$ cat config.mk
export PLATFORM = sky130hd
export DESIGN_NAME = triple_timer_pwm_pwd
export DESIGN_NICKNAME = d
export VERILOG_FILES = /design/src/timer_chan.sv /design/src/triple_timer_pwm_pwd.sv
export SDC_FILE = /design/constraint.sdc
export NUM_CORES = 1
export LEC_CHECK = 0
export CAP_MARGIN = 40
export CORE_MARGIN = 5
export CORE_UTILIZATION = 35
export CTS_BUF_LIST = sky130_fd_sc_hd__clkbuf_4
export DETAILED_ROUTE_END_ITERATION = 6
export DONT_BUFFER_PORTS = 1
export HOLD_SLACK_MARGIN = 0.1
export PLACE_DENSITY = 0.61
export SETUP_SLACK_MARGIN = 0.2
export SKIP_LAST_GASP = 1
export SYNTH_ARGS = -nofsm -noshare
export SYNTH_HDL_FRONTEND = slang
export SYNTH_SLANG_ARGS = --single-unit
export TNS_END_PERCENT = 100
$ cat constraint.sdc
create_clock -name mclk -period 4 [get_ports mclk]
set_clock_uncertainty 0.15 [all_clocks]
set_input_delay 0.8 -clock mclk [delete_from_list [all_inputs] [get_ports mclk]]
set_output_delay 0.8 -clock mclk [all_outputs]
set_load 0.01 [all_outputs]
$ cat src/timer_chan.sv
`timescale 1ns/1ps
package timer_pkg;
  localparam int COUNT_W = 16;
  localparam int TICK_DIV = 4;
  localparam int PSAVE_W = 8;
  localparam logic [COUNT_W-1:0] COUNT_RESET = 16'h0000;
  localparam real CLK_PERIOD_NS = 10.0;

  // mode word fields, msb first
  typedef struct packed {
    logic enable;
    logic dual_limit;
    logic continuous;
    logic prescale_src;
    logic int_en;
  } mode_type;

  typedef struct packed {
    logic [COUNT_W-1:0] a;
    logic [COUNT_W-1:0] b;
  } limit_type;

  typedef struct packed {
    logic pulse_width_demod_bit;
    logic power_save;
    logic [PSAVE_W-1:0] psave_div;
  } sysconf_type;

  typedef struct packed {
    logic [COUNT_W-1:0] first;
    logic [COUNT_W-1:0] second;
    logic [COUNT_W-1:0] third;
  } counts_type;
endpackage

module timer_chan #(
  parameter int WIDTH = 16,
  parameter bit HAS_B = 1'b1
) (
  input wire logic mclk,
  input wire logic rst_b,
  input wire logic adv,
  input wire timer_pkg::mode_type mode,
  input wire logic [WIDTH-1:0] limit_a,
  input wire logic [WIDTH-1:0] limit_b,
  output logic [WIDTH-1:0] count_reg,
  output logic out_reg,
  output logic phase_b_reg,
  output logic full_reg,
  output logic irq_reg
);
  import timer_pkg::*;

  logic stopped_reg;
  logic dual;
  logic [WIDTH-1:0] lim;
  logic term;

  if (WIDTH < 2) begin : g_width_check
    $error("timer width too small");
  end

  assign dual = HAS_B && mode.dual_limit;
  assign lim = (dual && phase_b_reg) ? limit_b : limit_a;
  // a limit of zero wraps at the full 2**WIDTH count
  assign term = (count_reg == lim - WIDTH'(1));

  always_ff @(posedge mclk) begin
    if (!rst_b) begin
      count_reg <= '0;
      phase_b_reg <= 1'b0;
      stopped_reg <= 1'b0;
    end else if (!mode.enable) begin
      stopped_reg <= 1'b0;
      phase_b_reg <= 1'b0;
    end else if (adv && !stopped_reg) begin
      if (term) begin
        count_reg <= '0;
        if (dual) begin
          phase_b_reg <= ~phase_b_reg;
        end
        if (!mode.continuous && (!dual || phase_b_reg)) begin
          stopped_reg <= 1'b1;
        end
      end else begin
        count_reg <= count_reg + WIDTH'(1);
      end
    end
  end

  always_ff @(posedge mclk) begin
    if (!rst_b) begin
      out_reg <= 1'b0;
      full_reg <= 1'b0;
      irq_reg <= 1'b0;
    end else begin
      full_reg <= 1'b0;
      irq_reg <= 1'b0;
      if (mode.enable && dual) begin
        out_reg <= (adv && !stopped_reg && term) ? phase_b_reg : ~phase_b_reg;
      end
      if (mode.enable && adv && !stopped_reg && term) begin
        if (!dual) begin
          out_reg <= ~out_reg;
        end
        full_reg <= !dual || phase_b_reg;
        // end of the A phase only interrupts when the mode asks for it
        irq_reg <= !dual || phase_b_reg || mode.int_en;
      end
    end
  end
endmodule

$ cat src/triple_timer_pwm_pwd.sv
`timescale 1ns/1ps
// Overview of operation
// - all timers advance on a tick at one quarter of the processor clock
// - in power save the tick slows in proportion to the divided clock
// - every timer is a sixteen bit up counter
// - first and second timers each hold two software limits, A and B
// - dual-limit output is high while counting to A, low while counting to B
// - third timer has a single limit and always counts the tick: it ignores its count source bit and demodulation
// - third timer full count can serve as count source for first or second
// - first and second timers each have their own mode word
// - a timer raises an interrupt at full count; mode may add more
// - demodulation bit in system config puts timers in pulse width measuring
// - in demodulation every rising and falling input edge raises an interrupt
// - current counts are readable at any time without disturbing counting
module triple_timer_pwm_pwd (
  input wire logic mclk,
  input wire logic rst_b,
  input wire timer_pkg::sysconf_type system_config_reg,
  input wire timer_pkg::mode_type first_timer_mode_reg,
  input wire timer_pkg::mode_type second_timer_mode_reg,
  input wire timer_pkg::mode_type third_timer_mode_reg,
  input wire timer_pkg::limit_type first_limits,
  input wire timer_pkg::limit_type second_limits,
  input wire logic [timer_pkg::COUNT_W-1:0] third_limit,
  input wire logic demod_in,
  output timer_pkg::counts_type counts,
  output logic first_timer_out,
  output logic second_timer_out,
  output logic third_timer_out,
  output logic [2:0] timer_irq,
  output logic demod_rise_irq,
  output logic demod_fall_irq
);
  import timer_pkg::*;

  localparam int DIV_W = PSAVE_W + 3;

  logic [DIV_W-1:0] div_cnt_reg;
  logic [DIV_W-1:0] div_lim;
  logic tick_reg;
  logic demod_meta_reg;
  logic demod_sync_reg;
  logic demod_last_reg;
  logic demod_rise_reg;
  logic demod_fall_reg;
  logic pwd;
  logic adv0;
  logic adv1;
  logic adv2;
  logic full0;
  logic full2;
  logic irq0;
  logic irq1;
  logic irq2;
  logic ph0;
  logic [DIV_W-1:0] since_tick_reg;
  sysconf_type cfg_prev_reg;
  logic [3:0] cfg_age_reg;
  logic cfg_same;

  function automatic logic [DIV_W-1:0] tick_period(input logic ps, input logic [PSAVE_W-1:0] d);
    logic [DIV_W-1:0] m;
    m = (d == '0) ? DIV_W'(1) : DIV_W'(d);
    tick_period = ps ? DIV_W'(m * DIV_W'(TICK_DIV)) : DIV_W'(TICK_DIV);
  endfunction

  function automatic logic pick_src(input mode_type m, input logic tk, input logic t2full);
    pick_src = m.prescale_src ? t2full : tk;
  endfunction

  assign div_lim = tick_period(system_config_reg.power_save, system_config_reg.psave_div);

  // single tick pulse shared by all three timers keeps them phase aligned
  always_ff @(posedge mclk) begin
    if (!rst_b) begin
      div_cnt_reg <= '0;
      tick_reg <= 1'b0;
    end else if (div_cnt_reg >= div_lim - DIV_W'(1)) begin
      div_cnt_reg <= '0;
      tick_reg <= 1'b1;
    end else begin
      div_cnt_reg <= div_cnt_reg + DIV_W'(1);
      tick_reg <= 1'b0;
    end
  end

  // assertion helpers: cycles since the last tick, and how long the config has held still
  assign cfg_same = (system_config_reg == cfg_prev_reg);

  // saturates so a stalled tick cannot wrap back into a legal-looking gap
  always_ff @(posedge mclk) begin
    if (!rst_b) begin
      since_tick_reg <= '0;
    end else if (tick_reg) begin
      since_tick_reg <= '0;
    end else if (since_tick_reg != '1) begin
      since_tick_reg <= since_tick_reg + DIV_W'(1);
    end
  end

  always_ff @(posedge mclk) begin
    if (!rst_b) begin
      cfg_prev_reg <= '0;
      cfg_age_reg <= '0;
    end else begin
      cfg_prev_reg <= system_config_reg;
      if (!cfg_same) begin
        cfg_age_reg <= '0;
      end else if (cfg_age_reg != 4'hF) begin
        cfg_age_reg <= cfg_age_reg + 4'h1;
      end
    end
  end

  always_ff @(posedge mclk) begin
    if (!rst_b) begin
      demod_meta_reg <= 1'b0;
      demod_sync_reg <= 1'b0;
      demod_last_reg <= 1'b0;
    end else begin
      demod_meta_reg <= demod_in;
      demod_sync_reg <= demod_meta_reg;
      demod_last_reg <= demod_sync_reg;
    end
  end

  assign pwd = system_config_reg.pulse_width_demod_bit;

  always_ff @(posedge mclk) begin
    if (!rst_b) begin
      demod_rise_reg <= 1'b0;
      demod_fall_reg <= 1'b0;
    end else begin
      demod_rise_reg <= pwd && demod_sync_reg && !demod_last_reg;
      demod_fall_reg <= pwd && !demod_sync_reg && demod_last_reg;
    end
  end

  // in demodulation the first timer times the high phase, the second the low phase
  assign adv0 = pick_src(first_timer_mode_reg, tick_reg, full2) && (!pwd || demod_sync_reg);
  assign adv1 = pick_src(second_timer_mode_reg, tick_reg, full2) && (!pwd || !demod_sync_reg);
  assign adv2 = tick_reg;

  timer_chan #(.WIDTH(COUNT_W), .HAS_B(1'b1)) first_timer (
    .mclk(mclk), .rst_b(rst_b), .adv(adv0), .mode(first_timer_mode_reg),
    .limit_a(first_limits.a), .limit_b(first_limits.b),
    .count_reg(counts.first), .out_reg(first_timer_out), .phase_b_reg(ph0), .full_reg(full0), .irq_reg(irq0)
  );

  timer_chan #(.WIDTH(COUNT_W), .HAS_B(1'b1)) second_timer (
    .mclk(mclk), .rst_b(rst_b), .adv(adv1), .mode(second_timer_mode_reg),
    .limit_a(second_limits.a), .limit_b(second_limits.b),
    .count_reg(counts.second), .out_reg(second_timer_out), .phase_b_reg(), .full_reg(), .irq_reg(irq1)
  );

  timer_chan #(.WIDTH(COUNT_W), .HAS_B(1'b0)) third_timer (
    .mclk(mclk), .rst_b(rst_b), .adv(adv2), .mode(third_timer_mode_reg),
    .limit_a(third_limit), .limit_b(third_limit),
    .count_reg(counts.third), .out_reg(third_timer_out), .phase_b_reg(), .full_reg(full2), .irq_reg(irq2)
  );

  // counts are plain flop outputs, so reading them never perturbs counting
  assign timer_irq = {irq2, irq1, irq0};
  assign demod_rise_irq = demod_rise_reg;
  assign demod_fall_irq = demod_fall_reg;
endmodule

==> results.cfg <==
[clock_network]
tritoncts = built
clock_path_buffers = 2
htree_levels = 3
cts_buffers = 9
clkSlewWorstSetupHoldPaths_ns = 0.14
clock-sinks = 76
insertion_delay_ns = 0.42
cts_root_buf = clkbuf_4

[synthesis]
syn_avg_cell_area_um2 = 8.01
ys_seq_area_share_pct = 24.6
yosys_warnings = 0
syn_area_mm2 = 0.00620
synth_seq_cells = 76
synthCells = 774
synth_edf_count = 0
yosysUniqueCellTypes = 82
synthFlopType = dfxtp_1
synthArstFlopShare_pct = 0
syn-num-nets = 899

[routing]
firstDrtPassIters = 4
ant_nets = 0
drt_iter0_drc = 275
wirelength_um = 16900
vias = 5533
wl_per_cell_um = 16.9
drc_errors = 0
vias_per_cell = 5.55

[worst_setup_path]
crit_path_max_fanout = 4
crit_required_ns = 4.18
cp-start-kind = flip-flop
endpoint_kind = flip-flop
critPathKind = reg2reg
crit_arrival_ns = 3.83

[global_route]
grt_pass1_wl_um = 26500
grt_usage_pct = 15.8
grt_overflow = 0
grt_pass1_vias = 5214
antenna_found_initial = 1
grt_max_degree = 42

[place]
place.gp.congestion = 0.842
port_buffers = 0
dpl.cell_count = 977
dp_hpwl_um = 13400

[sta]
rsz0062_at_grt = false
hold_viol_final = 0
tns_ns = 0
period_needed_ns = 3.65
period_share_pct = 91.3
worst_hold_slack_ns = 0.321
slew_violations = 0
tightestPinTransition_ns = 0.543
fmaxAchievable_mhz = 274
slew-limit-headroom_pct = 63.5
setup_viol = 0

[hold_path]
hold_path_class = reg2reg

[die]
die_width_um = 143
ios = 164
coreArea_mm2 = 0.0174
rows = 48
dieArea_mm2 = 0.0205
die_h_um = 143
initial_core_util_pct = 35.7

[final_layout]
mostFrequentLayoutCell = nor2_1
multi_input_area_mm2 = 0.00451
fin_cells = 997
area_growth_pct = 7.15
final_cell_mix = nor2_1 (86), dfxtp_1 (75), nand2_1 (61)
layout-drive-gt1-share_pct = 8.95
nNetsFinal = 891
fillCellCount = 1781
seq_area_mm2 = 0.00152
fin_util_pct = 38.3

[run]
max-cap-violations = 0

[pwr]
power_mw = 1.50
leakage_nw = 2.48
ir_drop_mv = 0.128
powerDensity_mw_per_mm2 = 227

[status]
status = complete, no violations
metrics by stage:
stage / worst slack [ns] / cell area [µm²]
floorplan: -0.0996 / 6280
global placement: 0.00293 / 6430
detailed placement: -0.0119 / 6430
CTS: 0.249 / 6600
global route: 0.206 / 6640
finish: 0.349 / 6640
worst max-delay path: stages, from the launching register on:
cell	delay, ns
dfxtp_2	0.48
nand2_8	0.07
mux2i_2	0.21
ha_2	0.24
or3b_4	0.39
or3_4	0.37
and4_1	0.19
nor4b_1	0.30
nand4b_1	0.21
a2111oi_4	0.41
and2_4	0.23
xnor2_1	0.06
o221a_1	0.23
cells by family (layout without fill, tap and decap cells):
kind of cell / after synthesis / in the layout / synth area share [%]
other cells: 0 / 1 / 0
buf+inv: 45 / 42 / 3.71
simple gates: 357 / 357 / 30.9
fa+ha+maj: 17 / 17 / 3.43
compound gates: 150 / 150 / 18.5
flops: 76 / 76 / 24.6
xor+xnor: 104 / 104 / 14.7
mux: 25 / 25 / 4.16
cell usage after synthesis, types with 5 or more instances:
cell type	count	share of area, %
a21o_1	7	0.85
xnor2_1	55	7.8
mux2_2	6	1.1
o21a_1	7	0.85
and3_1	38	3.8
nand4_1	18	1.8
nor4_1	9	0.91
a21boi_1	7	0.85
ha_1	17	3.4
inv_1	13	0.79
dfxtp_1	76	25
clkbuf_1	12	0.73
nor2b_1	5	0.50
buf_4	7	0.85
nand4bb_1	6	1.1
o22ai_1	6	0.61
xor2_1	49	6.9
or3_1	13	1.3
or2_2	6	0.61
a211oi_1	14	1.7
a21oi_1	17	1.4
nand3_1	33	2.7
and2_1	14	1.4
buf_2	10	0.81
o211ai_1	7	0.85
nor2_1	86	5.2
a211o_1	8	1.1
nor4bb_1	6	0.97
nor3_1	28	2.3
o21ai_0	17	1.4
mux2i_1	19	3.1
a21boi_0	12	1.5
nand2_1	63	3.8
final timing paths:
kind                                    startpoint                              end  slack [ns]  cells after the start
max          second_timer.phase_b_reg$_SDFFE_PN0P_  second_timer.out_reg$_SDFF_PN0_        0.35                     12
min reg2reg              demod_meta_reg$_SDFF_PN0_        demod_sync_reg$_SDFF_PN0_        0.32                      1
max reg2reg  second_timer.phase_b_reg$_SDFFE_PN0P_  second_timer.out_reg$_SDFF_PN0_        0.35                     12
min                      demod_meta_reg$_SDFF_PN0_        demod_sync_reg$_SDFF_PN0_        0.32                      1
layer usage:
layer  wire, µm  up-vias  global-route usage [%]  share of wire, %
li1           -     2822                       -                 -
met1       7440     2540                    20.5                44
met5          0        -                       0                 0
met4        192        0                    3.65               1.1
met2       7810      157                    26.0                46
met3       1430       14                    4.79               8.5
report_power, final:
part           switching [mW]  internal, mW
combinational          0.0885        0.0913
sequential            0.00837         0.763
clock                   0.281         0.271
total                   0.378          1.13
final cells by class:
| class | instances | share of cell area, % |
|---|---|---|
| antenna | 1 | 0.0377 |
| clock buffer | 11 | 1.24 |
| clock inverter | 5 | 1.28 |
| inverter | 13 | 0.735 |
| multi-input combinational | 653 | 67.9 |
| sequential | 76 | 22.9 |
| tap | 225 | 4.24 |
| timing repair buffer | 13 | 1.66 |
repair_timing:
action,4_1_cts,5_1_grt
gates resized for setup,0,5
endpoints found under the setup margin,0,29
setup buffers,0,3
hold buffers,0,0
Power figures use the tool's default switching activity.
